--- config.mk ---
export PLATFORM = sky130hd
export DESIGN_NAME = clock_trim_sync_config
export DESIGN_NICKNAME = d
export VERILOG_FILES = /design/src/pkg/trim_cfg_pkg.sv /design/src/logic/clock_trim_sync_config.sv /design/src/logic/sync_divider_unit.sv
export SDC_FILE = /design/constraint.sdc
export NUM_CORES = 1
export LEC_CHECK = 0
export BUFFER_PORTS_ARGS = -buffer_cell sky130_fd_sc_hd__buf_4
export CAP_MARGIN = 5
export CORE_MARGIN = 2
export CORE_UTILIZATION = 60
export DETAILED_ROUTE_END_ITERATION = 8
export PLACE_DENSITY = 0.86
export SKIP_CTS_REPAIR_TIMING = 1
export SLEW_MARGIN = 20
export SYNTH_ARGS = -nofsm -noshare
export SYNTH_HDL_FRONTEND = slang
export SYNTH_SLANG_ARGS = --single-unit
--- constraint.sdc ---
create_clock -name i_core_clk -period 9.1 [get_ports i_core_clk]
set_input_delay 1.365 -clock i_core_clk [delete_from_list [all_inputs] [get_ports i_core_clk]]
set_output_delay 1.365 -clock i_core_clk [all_outputs]
set_load 0.03 [all_outputs]
--- src/pkg/trim_cfg_pkg.sv ---
// constants for the oscillator trim configuration block
package trim_cfg_pkg;
  localparam int ADDR_W = 4;
  localparam logic [3:0] RUN_CTRL_OFF = 4'h0;
  localparam logic [3:0] SYNC_CFG_OFF = 4'h4;
  localparam logic [3:0] IRQ_STAT_OFF = 4'h8;
  localparam logic [3:0] IRQ_MASK_OFF = 4'hC;
  // run control fields
  localparam int TRIM_DONE_EN_BIT = 0;
  localparam int TRIM_WARN_EN_BIT = 1;
  localparam int FAULT_EN_BIT = 2;
  localparam int EXP_SYNC_EN_BIT = 3;
  localparam int COUNTER_RUN_BIT = 5;
  localparam logic [31:0] RUN_CTRL_RST = 32'h0000_0000;
  localparam logic [31:0] RUN_CTRL_WMASK = 32'h0000_002F;
  // sync config fields
  localparam int EDGE_BIT = 31;
  localparam int SRC_LSB = 28;
  localparam int DIV_LSB = 24;
  localparam int WLIM_LSB = 16;
  localparam int RELOAD_LSB = 0;
  localparam logic [31:0] SYNC_CFG_RST = 32'h2022_BB7F;
  localparam logic [31:0] SYNC_CFG_WMASK = 32'hB7FF_FFFF;
  localparam logic [1:0] SRC_PIN = 2'h0;
  localparam logic [1:0] SRC_CRYSTAL = 2'h1;
  localparam logic [1:0] SRC_RSVD = 2'h2;
  localparam logic [1:0] SRC_PIN_ALT = 2'h3;
  // event status bits
  localparam int EV_DONE = 0;
  localparam int EV_WARN = 1;
  localparam int EV_FAULT = 2;
  localparam int EV_SYNC = 3;
  localparam int EV_LOST = 4;
  localparam int N_EV = 5;
  localparam int LOST_MULT = 128;
endpackage

--- src/logic/clock_trim_sync_config.sv ---
// register and sync front end of the oscillator trim unit
// What this block does
// RL1: run bit stops or runs counter, resets stopped
// RL2: bit 3 gates expected sync interrupt
// RL3: bit 2 gates error interrupt
// RL4: bit 1 gates trim warning interrupt
// RL5: bit 0 gates trim done interrupt
// RL6: config register accessed by whole words only
// RL7: config writes ignored while counter runs
// RL8: bit 31 picks rising or falling edge
// RL9: selector picks pin or crystal, 11 as 00
// RL10: prescaler divides sync by two to code
// RL11: eight bit window limit, reset 0x22
// RL12: sixteen bit reload loaded on sync pulse
// RL13: run bit sits at bit 5, software set
// RL14: lost sync at 128 times limit, flagged
// RL15: interrupt is OR of enabled flags
module clock_trim_sync_config
  import trim_cfg_pkg::*;
(
  // clock and reset
  input wire logic i_core_clk,
  input wire logic i_rst,
  // register port
  input wire logic [trim_cfg_pkg::ADDR_W-1:0] i_addr,
  input wire logic [31:0] i_wdata,
  input wire logic i_wr,
  input wire logic i_rd,
  output logic [31:0] o_rdata,
  // reference pins, asynchronous
  input wire logic i_sync_pin,
  input wire logic i_low_speed_crystal,
  // events from the trim algorithm, core clock pulses
  input wire logic i_trim_done_ev,
  input wire logic i_trim_warn_ev,
  input wire logic i_trim_range_ev,
  input wire logic i_expected_sync_ev,
  // to the rest of the unit
  output logic o_counter_run,
  output logic [15:0] o_counter_reload,
  output logic [7:0] o_window_limit,
  output logic o_sync_pulse,
  output logic [15:0] o_counter,
  output logic o_counter_up,
  output logic [3:0] o_irq_en,
  // interrupt
  output logic o_irq
);
  logic [31:0] run_ctrl_reg;
  logic [31:0] sync_cfg_reg;
  logic [N_EV-1:0] stat_reg;
  logic [N_EV-1:0] mask_reg;
  logic [N_EV-1:0] ev_set;
  logic [1:0] pin_sync_reg;
  logic [1:0] xtal_sync_reg;
  logic sel_ref;
  logic sync_pulse;
  logic [15:0] cnt_reg;
  logic up_reg;
  logic [15:0] lost_cnt_reg;
  logic lost_hit;
  logic [1:0] src;
  logic run;
  logic [15:0] lost_top;

  assign run = run_ctrl_reg[COUNTER_RUN_BIT];
  assign src = sync_cfg_reg[SRC_LSB +: 2];
  assign lost_top = 16'(LOST_MULT * sync_cfg_reg[WLIM_LSB +: 8]); // RL14

  // run control register, bit 5 run, bits 3..0 enables
  always_ff @(posedge i_core_clk or posedge i_rst) begin
    if (i_rst) begin
      run_ctrl_reg <= RUN_CTRL_RST; // RL1
    end else if (i_wr && i_addr == RUN_CTRL_OFF) begin
      run_ctrl_reg <= i_wdata & RUN_CTRL_WMASK; // RL13
    end
  end

  // the port carries only whole words, so partial access cannot arise
  always_ff @(posedge i_core_clk or posedge i_rst) begin
    if (i_rst) begin
      sync_cfg_reg <= SYNC_CFG_RST; // RL11
    end else if (i_wr && i_addr == SYNC_CFG_OFF && !run) begin // RL7 RL6
      sync_cfg_reg <= i_wdata & SYNC_CFG_WMASK;
    end
  end

  // two flops on each pin before any logic
  always_ff @(posedge i_core_clk or posedge i_rst) begin
    if (i_rst) begin
      pin_sync_reg <= 2'h0;
      xtal_sync_reg <= 2'h0;
    end else begin
      pin_sync_reg <= {pin_sync_reg[0], i_sync_pin};
      xtal_sync_reg <= {xtal_sync_reg[0], i_low_speed_crystal};
    end
  end

  // reserved code selects nothing, so no pulses appear after reset
  always_comb begin
    case (src)
      SRC_PIN: sel_ref = pin_sync_reg[1]; // RL9
      SRC_CRYSTAL: sel_ref = xtal_sync_reg[1];
      SRC_PIN_ALT: sel_ref = pin_sync_reg[1];
      default: sel_ref = 1'b0;
    endcase
  end

  sync_divider_unit u_div (
    .i_core_clk(i_core_clk),
    .i_rst(i_rst),
    .i_run(run),
    .i_edge_sel(sync_cfg_reg[EDGE_BIT]),
    .i_div_code(sync_cfg_reg[DIV_LSB +: 3]),
    .i_ref(sel_ref),
    .o_pulse(sync_pulse)
  );

  // calibration counter: reload on pulse, down to zero then up
  always_ff @(posedge i_core_clk or posedge i_rst) begin
    if (i_rst) begin
      cnt_reg <= 16'h0000;
      up_reg <= 1'b0;
    end else if (!run) begin // RL1
      cnt_reg <= sync_cfg_reg[RELOAD_LSB +: 16];
      up_reg <= 1'b0;
    end else if (sync_pulse) begin
      cnt_reg <= sync_cfg_reg[RELOAD_LSB +: 16]; // RL12
      up_reg <= 1'b0;
    end else if (!up_reg && cnt_reg == 16'h0000) begin
      up_reg <= 1'b1;
      cnt_reg <= 16'h0001;
    end else if (up_reg) begin
      if (cnt_reg != 16'hFFFF) begin
        cnt_reg <= cnt_reg + 16'h0001;
      end
    end else begin
      cnt_reg <= cnt_reg - 16'h0001;
    end
  end

  // one lost-sync event per miss, except at a zero limit, where it repeats each cycle once the count saturates; held until the next pulse or stop
  always_ff @(posedge i_core_clk or posedge i_rst) begin
    if (i_rst) begin
      lost_cnt_reg <= 16'h0000;
    end else if (!run || sync_pulse || !up_reg) begin
      lost_cnt_reg <= 16'h0000;
    end else if (lost_cnt_reg != 16'hFFFF) begin
      lost_cnt_reg <= lost_cnt_reg + 16'h0001;
    end
  end
  assign lost_hit = run && up_reg && !sync_pulse && lost_cnt_reg == lost_top - 16'h0001; // RL14

  assign ev_set[EV_DONE] = i_trim_done_ev;
  assign ev_set[EV_WARN] = i_trim_warn_ev;
  assign ev_set[EV_FAULT] = i_trim_range_ev;
  assign ev_set[EV_SYNC] = i_expected_sync_ev;
  assign ev_set[EV_LOST] = lost_hit;

  // sticky status; a set in the clearing cycle wins
  always_ff @(posedge i_core_clk or posedge i_rst) begin
    if (i_rst) begin
      stat_reg <= '0;
    end else begin
      for (int i = 0; i < N_EV; i++) begin
        if (ev_set[i]) begin
          stat_reg[i] <= 1'b1;
        end else if (i_wr && i_addr == IRQ_STAT_OFF && i_wdata[i]) begin
          stat_reg[i] <= 1'b0;
        end
      end
    end
  end

  always_ff @(posedge i_core_clk or posedge i_rst) begin
    if (i_rst) begin
      mask_reg <= '0;
    end else if (i_wr && i_addr == IRQ_MASK_OFF) begin
      mask_reg <= i_wdata[N_EV-1:0];
    end
  end

  // each flag gated by its enable; lost sync counts as an error
  always_ff @(posedge i_core_clk or posedge i_rst) begin
    if (i_rst) begin
      o_irq <= 1'b0;
    end else begin
      o_irq <= |(stat_reg & mask_reg & {
        run_ctrl_reg[FAULT_EN_BIT], // RL3
        run_ctrl_reg[EXP_SYNC_EN_BIT], // RL2
        run_ctrl_reg[FAULT_EN_BIT],
        run_ctrl_reg[TRIM_WARN_EN_BIT], // RL4
        run_ctrl_reg[TRIM_DONE_EN_BIT]}); // RL5 RL15
    end
  end

  always_ff @(posedge i_core_clk or posedge i_rst) begin
    if (i_rst) begin
      o_rdata <= 32'h0000_0000;
    end else if (i_rd) begin
      case (i_addr)
        RUN_CTRL_OFF: o_rdata <= run_ctrl_reg;
        SYNC_CFG_OFF: o_rdata <= sync_cfg_reg;
        IRQ_STAT_OFF: o_rdata <= {27'h0, stat_reg};
        IRQ_MASK_OFF: o_rdata <= {27'h0, mask_reg};
        default: o_rdata <= 32'h0000_0000;
      endcase
    end else begin
      o_rdata <= 32'h0000_0000;
    end
  end

  assign o_counter_run = run;
  assign o_counter_reload = sync_cfg_reg[RELOAD_LSB +: 16];
  assign o_window_limit = sync_cfg_reg[WLIM_LSB +: 8];
  assign o_sync_pulse = sync_pulse;
  assign o_counter = cnt_reg;
  assign o_counter_up = up_reg;
  assign o_irq_en = run_ctrl_reg[3:0];

  // register file checks
  cfg_frozen_a: assert property ( // RL7
    @(posedge i_core_clk) disable iff (i_rst)
    run |=> $stable(sync_cfg_reg))
    else $error("config changed while running");
  cfg_write_a: assert property ( // RL7
    @(posedge i_core_clk) disable iff (i_rst)
    (i_wr && i_addr == SYNC_CFG_OFF && !run) |=> sync_cfg_reg == ($past(i_wdata) & SYNC_CFG_WMASK))
    else $error("config write lost while stopped");
  cfg_rsvd_a: assert property ( // RL6
    @(posedge i_core_clk) disable iff (i_rst)
    (sync_cfg_reg & ~SYNC_CFG_WMASK) == 32'h0000_0000)
    else $error("reserved config bit set");
  run_write_a: assert property ( // RL13
    @(posedge i_core_clk) disable iff (i_rst)
    (i_wr && i_addr == RUN_CTRL_OFF) |=> run_ctrl_reg == ($past(i_wdata) & RUN_CTRL_WMASK))
    else $error("run control write lost");
  ctrl_rsvd_a: assert property ( // RL13
    @(posedge i_core_clk) disable iff (i_rst)
    (run_ctrl_reg & ~RUN_CTRL_WMASK) == 32'h0000_0000)
    else $error("reserved control bit set");
  rd_cfg_a: assert property ( // RL11
    @(posedge i_core_clk) disable iff (i_rst)
    (i_rd && i_addr == SYNC_CFG_OFF) |=> o_rdata == $past(sync_cfg_reg))
    else $error("config read wrong");
  // source select and sync pulse checks
  rsvd_src_a: assert property ( // RL9
    @(posedge i_core_clk) disable iff (i_rst)
    (src == SRC_RSVD) |-> !sel_ref)
    else $error("reserved source passed");
  src_pin_a: assert property ( // RL9
    @(posedge i_core_clk) disable iff (i_rst)
    (src == SRC_PIN) |-> sel_ref == pin_sync_reg[1])
    else $error("pin source not selected");
  src_xtal_a: assert property ( // RL9
    @(posedge i_core_clk) disable iff (i_rst)
    (src == SRC_CRYSTAL) |-> sel_ref == xtal_sync_reg[1])
    else $error("crystal source not selected");
  src_alt_a: assert property ( // RL9
    @(posedge i_core_clk) disable iff (i_rst)
    (src == SRC_PIN_ALT) |-> sel_ref == pin_sync_reg[1])
    else $error("code 11 not acting as pin");
  pulse_run_a: assert property ( // RL1
    @(posedge i_core_clk) disable iff (i_rst)
    sync_pulse |-> $past(run))
    else $error("sync pulse while stopped");
  // calibration counter checks
  stop_hold_a: assert property ( // RL1
    @(posedge i_core_clk) disable iff (i_rst)
    !run |=> !up_reg && !o_sync_pulse)
    else $error("counter ran while stopped");
  cnt_stop_a: assert property ( // RL1
    @(posedge i_core_clk) disable iff (i_rst)
    !run |=> cnt_reg == $past(o_counter_reload))
    else $error("stopped counter not at reload");
  reload_load_a: assert property ( // RL12
    @(posedge i_core_clk) disable iff (i_rst)
    (run && sync_pulse) |=> cnt_reg == $past(o_counter_reload))
    else $error("reload not loaded");
  pulse_down_a: assert property ( // RL12
    @(posedge i_core_clk) disable iff (i_rst)
    (run && sync_pulse) |=> !up_reg)
    else $error("pulse did not restart down count");
  down_step_a: assert property ( // RL12
    @(posedge i_core_clk) disable iff (i_rst)
    (run && !sync_pulse && !up_reg && cnt_reg != 16'h0000) |=> cnt_reg == $past(cnt_reg) - 16'h0001)
    else $error("down count step wrong");
  turn_up_a: assert property ( // RL14
    @(posedge i_core_clk) disable iff (i_rst)
    (run && !sync_pulse && !up_reg && cnt_reg == 16'h0000) |=> up_reg)
    else $error("counter did not turn up at zero");
  up_step_a: assert property ( // RL14
    @(posedge i_core_clk) disable iff (i_rst)
    (run && !sync_pulse && up_reg && cnt_reg != 16'hFFFF) |=> cnt_reg == $past(cnt_reg) + 16'h0001)
    else $error("up count step wrong");
  lost_top_a: assert property ( // RL14
    @(posedge i_core_clk) disable iff (i_rst)
    (lost_hit && lost_top != 16'h0000) |-> cnt_reg == lost_top)
    else $error("lost sync at wrong count");
  lost_stat_a: assert property ( // RL14
    @(posedge i_core_clk) disable iff (i_rst)
    lost_hit |=> stat_reg[EV_LOST])
    else $error("lost sync flag not set");
  lost_irq_a: assert property ( // RL14
    @(posedge i_core_clk) disable iff (i_rst)
    (lost_hit && mask_reg[EV_LOST] && run_ctrl_reg[FAULT_EN_BIT]) |=> ##1 o_irq)
    else $error("lost sync raised no interrupt");
  // status flags
  done_set_a: assert property ( // RL5
    @(posedge i_core_clk) disable iff (i_rst)
    i_trim_done_ev |=> stat_reg[EV_DONE])
    else $error("done flag not set");
  warn_set_a: assert property ( // RL4
    @(posedge i_core_clk) disable iff (i_rst)
    i_trim_warn_ev |=> stat_reg[EV_WARN])
    else $error("warning flag not set");
  range_set_a: assert property ( // RL3
    @(posedge i_core_clk) disable iff (i_rst)
    i_trim_range_ev |=> stat_reg[EV_FAULT])
    else $error("range fault flag not set");
  sync_set_a: assert property ( // RL2
    @(posedge i_core_clk) disable iff (i_rst)
    i_expected_sync_ev |=> stat_reg[EV_SYNC])
    else $error("expected sync flag not set");
  stat_clr_a: assert property ( // RL15
    @(posedge i_core_clk) disable iff (i_rst)
    (i_wr && i_addr == IRQ_STAT_OFF && !(|ev_set))
      |=> stat_reg == ($past(stat_reg) & ~$past(i_wdata[N_EV-1:0])))
    else $error("status clear wrong");
  mask_wr_a: assert property ( // RL15
    @(posedge i_core_clk) disable iff (i_rst)
    (i_wr && i_addr == IRQ_MASK_OFF) |=> mask_reg == $past(i_wdata[N_EV-1:0]))
    else $error("mask write lost");
  // interrupt gating
  irq_src_a: assert property ( // RL15
    @(posedge i_core_clk) disable iff (i_rst)
    o_irq |-> $past(|(stat_reg & mask_reg)))
    else $error("irq without masked flag");
  irq_gate_a: assert property ( // RL15
    @(posedge i_core_clk) disable iff (i_rst)
    (run_ctrl_reg[3:0] == 4'h0) |=> !o_irq)
    else $error("irq with enables off");
  fault_gate_a: assert property ( // RL3
    @(posedge i_core_clk) disable iff (i_rst)
    (stat_reg[EV_FAULT] && mask_reg[EV_FAULT] && run_ctrl_reg[FAULT_EN_BIT]) |=> o_irq)
    else $error("fault irq missing");
  sync_gate_a: assert property ( // RL2
    @(posedge i_core_clk) disable iff (i_rst)
    (stat_reg == 5'h08 && !run_ctrl_reg[EXP_SYNC_EN_BIT]) |=> !o_irq)
    else $error("sync irq not gated");
  sync_on_a: assert property ( // RL2
    @(posedge i_core_clk) disable iff (i_rst)
    (stat_reg[EV_SYNC] && mask_reg[EV_SYNC] && run_ctrl_reg[EXP_SYNC_EN_BIT]) |=> o_irq)
    else $error("sync irq missing");
  done_gate_a: assert property ( // RL5
    @(posedge i_core_clk) disable iff (i_rst)
    (stat_reg == 5'h01 && !run_ctrl_reg[TRIM_DONE_EN_BIT]) |=> !o_irq)
    else $error("done irq not gated");
  warn_gate_a: assert property ( // RL4
    @(posedge i_core_clk) disable iff (i_rst)
    (stat_reg == 5'h02 && !run_ctrl_reg[TRIM_WARN_EN_BIT]) |=> !o_irq)
    else $error("warning irq not gated");
endmodule

--- src/logic/sync_divider_unit.sv ---
// edge detect and power-of-two divider for the sync reference
module sync_divider_unit (
  // clock and reset
  input wire logic i_core_clk,
  input wire logic i_rst,
  // control
  input wire logic i_run,
  input wire logic i_edge_sel,
  input wire logic [2:0] i_div_code,
  // reference level, already synchronised
  input wire logic i_ref,
  // divided pulse
  output logic o_pulse
);
  logic ref_d_reg;
  logic [6:0] div_cnt_reg;
  logic edge_hit;
  logic [6:0] div_top;

  assign edge_hit = i_edge_sel ? (ref_d_reg & ~i_ref) : (~ref_d_reg & i_ref); // RL8
  assign div_top = 7'((8'h01 << i_div_code) - 8'h01); // RL10

  always_ff @(posedge i_core_clk or posedge i_rst) begin
    if (i_rst) begin
      ref_d_reg <= 1'b0;
    end else begin
      ref_d_reg <= i_ref;
    end
  end

  // counter restarts when stopped so each run sees a full division
  always_ff @(posedge i_core_clk or posedge i_rst) begin
    if (i_rst) begin
      div_cnt_reg <= 7'h00;
      o_pulse <= 1'b0;
    end else if (!i_run) begin
      div_cnt_reg <= 7'h00;
      o_pulse <= 1'b0;
    end else begin
      o_pulse <= 1'b0;
      if (edge_hit) begin
        if (div_cnt_reg >= div_top) begin // RL10
          div_cnt_reg <= 7'h00;
          o_pulse <= 1'b1;
        end else begin
          div_cnt_reg <= div_cnt_reg + 7'h01;
        end
      end
    end
  end
endmodule

==> summary.md <==
| Metric | Value |
|---|---|
| Via density | 6.02 |
| Full die area | ~12000 um2 |
| Number of global-route vias before repair | 5084 |
| VDD IR-drop max | 0.198 mV |
| Setup crit end kind | flip-flop |
| Layout Nets | 781 |
| Layout cell share with drive strength beyond 1 | 0.286 |
| Most common cell on crit path | ha_1 |
| Vias | about 5200 |
| CP peak stage delay | approximately 440 ps |
| Startpoint Class | flip-flop |
| Clock Sinks | 122 |
| WS Path Type | reg2reg |
| CP max FO | 8 |
| Hold crit path type | reg2reg |
| Die Y | 108 um |
| Worst Path Required | 9560 ps |
| Setup Viol. Count Final | 0 |
| TritonCTS Buffers | 17 |
| GRT Residual Overflow | 0 |
| Top_reg_cell synth | dfrtp_1 |
| Fmax achieved | 0.338 GHz |
| First DRT Iteration DRCs | 277 |
| Setup TNS | 0 ps |
| Largest area contributor in the netlist | dfrtp_1 |
| Synth top area cells | dfrtp_1 (41%), dfstp_2 (6.5%), ha_1 (5.2%) |
| Final Non-Filler Cells | approximately 860 |
| Reg2reg end | u_div.div_cnt_reg[1] |
| Crit path time final | 2960 ps |
| Crit-path cells | or3_1 -> ha_1 -> nor3_1 -> a21o_1 -> a21oi_1 -> ha_1 -> a2111oi_0 -> o21a_1 -> o21ai_0 -> a21boi_1 |
| Core area | 10400 um2 |
| Per-cell routed wire length | 17.9 um |
| Pleak | 0.00362 uW |
| Clock Latency Late Sink | 540 ps |
| Clk pin slew, worst setup/hold paths | 60 ps |
| FP Rows | 37 |
| GRT Util Overall | 0.281 |
| Sequential area share after synthesis | 0.477 |
| Initial antenna violation count | 0 |
| Detailed-route DRC error count | 0 |
| Max_cap viols | 0 |
| RSZ-0062 raised after global routing | no |
| Ant. Diodes | 0 |
| R2R Setup Slk | 6140 ps |
| Synth unique cells | 66 |
| Worst-margin pin slew | 911 ps |
| Post-synth top area share | 0.412 |
| Slew Limit Fails | 0 |
| Drt pass-1 iters | 5 |
| Gate Count Post-Synth | 609 |
| DP HPWL | 10800 um |
| Rel. slew slack | 0.388 |
| Slowest stage cell, crit path | dfrtp_1 |
| Async SR Flop Fraction | 1.00 |
| Post-DRT Antenna Nets | 0 |
| Worst clock skew | 8.99 ps |
| Number of synthesis warnings | 0 |
| Area added between synthesis and finish | 21.5% |
| Clock Tree Buf Depth | 2 |
| CTS tree | done |
| Routability cong. | 0.864 |
| PortBufs | 121 |
| Initial cell density of the core | 0.621 |
| Status | finished clean |
| Number of synthesized register bits | 122 |
| Ports | 126 |
| Total routed wirelength | 15400 um |
| # H-tree levels | 4 |
| Final hold vios | 0 |
| Ratio of total power to cell area | approximately 290 nW/um2 |
| Critical register-to-register path startpoint | sync_cfg_reg[25] |
| Post-synth EDFFs | 0 |
| Cell Count Post-Placement | 824 |
| Crit path DAT | 3420 ps |
| Reg2Reg Depth | 10 |
| CP endpoint | u_div.div_cnt_reg[1] |
| Pin count of the biggest net entering global routing | 88 |
| Mean post-synth cell area | 10.6 um2 |
| Synthesized area | roughly 6400 um2 |
| Tcrit/Tclk final | 0.325 |
| Crit path launch | sync_cfg_reg[25] |
| Root Driver | clkbuf_8 |
| Total design power | 2280 uW |
| Width of the die | 108 um |
| First-pass GRT wire length | 25100 um |
-- report_power, final --
group          total, uW  internal [uW]  switching, uW  leakage [uW]
Combinational        879            367            512       0.00182
Clock                621            370            251      0.000253
Sequential           776            650            126       0.00154
-- per-stage QoR --
step | hold WS (ps) | setup slack [ps] | area [um2] | utilization
floorplan | 331 | 4520 | 6450 | -
global placement | 337 | 5850 | 7270 | 0.701
detailed placement | 337 | 5800 | 7270 | 0.701
CTS | 351 | 6170 | 7820 | 0.754
global route | 356 | 5940 | 7830 | 0.755
finish | 350 | 6140 | 7830 | 0.755
-- critical path, delay by kind of cell, from the launching register on --
kind	cells	cell delay [ps]
AND/OR/NAND/NOR	2	630
adder cells (fa/ha/maj)	2	570
AO/OA/AOI/OAI	6	1240
flip-flops	1	440
-- layout by cell type (no fill, tap or decap), types with 4 or more instances in the layout --
cell        instances
dfrtp_1           106
mux2i_1             4
dfstp_2            16
a31oi_1             4
nand2b_1            5
o21ai_2             6
and3_1             11
or3_1               7
clkbuf_16          16
mux4_2              4
mux2_1             24
o21ai_1            14
a211oi_1            5
xnor2_1            19
and2_1             21
o21ai_0             8
xor2_1             14
clkinvlp_4          6
nor2b_1             6
buf_4             123
nand3_1            16
nand2_1            42
ha_1               27
a21oi_1            27
a21o_1              9
o31ai_1             7
inv_1              18
a21boi_1            5
o22ai_1             5
nand4_1            14
nor2_1             40
nor3_1             17
mux2_2             11
-- cell type report --
cell class | count | area [um2]
fillers | 659 | 2540
inverters | 20 | 77.6
flip-flops and latches | 122 | 3070
repair buffers | 124 | 935
multi-input cells | 422 | 3020
clock buffers | 19 | 432
well taps | 136 | 170
clock inverters | 13 | 120
-- synth_stat cells, types with 4 or more instances --
| cell type | instances |
|---|---|
| mux2_2 | 11 |
| a21boi_1 | 5 |
| xor2_1 | 14 |
| o21ai_1 | 14 |
| o31ai_1 | 7 |
| clkbuf_1 | 13 |
| inv_1 | 19 |
| a21oi_1 | 27 |
| nand4_1 | 14 |
| nand2_1 | 42 |
| and2_1 | 21 |
| o21ai_2 | 6 |
| a21o_1 | 9 |
| xnor2_1 | 19 |
| buf_4 | 26 |
| nor3_1 | 17 |
| dfstp_2 | 16 |
| nor2_1 | 41 |
| mux2i_1 | 5 |
| o22ai_1 | 5 |
| dfrtp_1 | 106 |
| nor2b_1 | 6 |
| or3_1 | 7 |
| nand3_1 | 16 |
| and3_1 | 11 |
| mux2_1 | 24 |
| buf_2 | 6 |
| a31oi_1 | 4 |
| a211oi_1 | 5 |
| ha_1 | 27 |
| nand2b_1 | 5 |
| mux4_2 | 4 |
| o21ai_0 | 8 |
-- how the worst min path moves through the flow --
stage / from / end / slack, ps / depth (start not counted)
after floorplan: pin_sync_reg[0] / pin_sync_reg[1] / 330 / 0
after global placement: xtal_sync_reg[0] / xtal_sync_reg[1] / 340 / 0
after detailed placement: xtal_sync_reg[0] / xtal_sync_reg[1] / 340 / 0
after CTS: xtal_sync_reg[0] / xtal_sync_reg[1] / 350 / 0
after global routing: pin_sync_reg[0] / pin_sync_reg[1] / 360 / 0
final: pin_sync_reg[0] / pin_sync_reg[1] / 350 / 0
-- logic make-up (layout without fill, tap and decap cells) --
logic type | count (synthesis) | after routing | share of synthesized area
simple gates | 202 | 202 | 0.167
mux | 44 | 44 | 0.0829
fa+ha+maj | 28 | 28 | 0.0555
flops | 122 | 122 | 0.477
other cells | 1 | 2 | 0.000582
buf+inv | 66 | 176 | 0.0559
xor+xnor | 33 | 33 | 0.0449
compound gates | 113 | 113 | 0.117
-- per-layer routing --
| layer | part of all wire | vias to the layer above | global-route usage |
|---|---|---|---|
| li1 | - | 2353 | - |
| met1 | 0.39 | 2536 | 0.355 |
| met2 | 0.51 | 227 | 0.468 |
| met3 | 0.076 | 35 | 0.0581 |
| met4 | 0.025 | 0 | 0.123 |
| met5 | 0 | - | 0 |
Note: power is estimated with default switching activity, not from simulation.
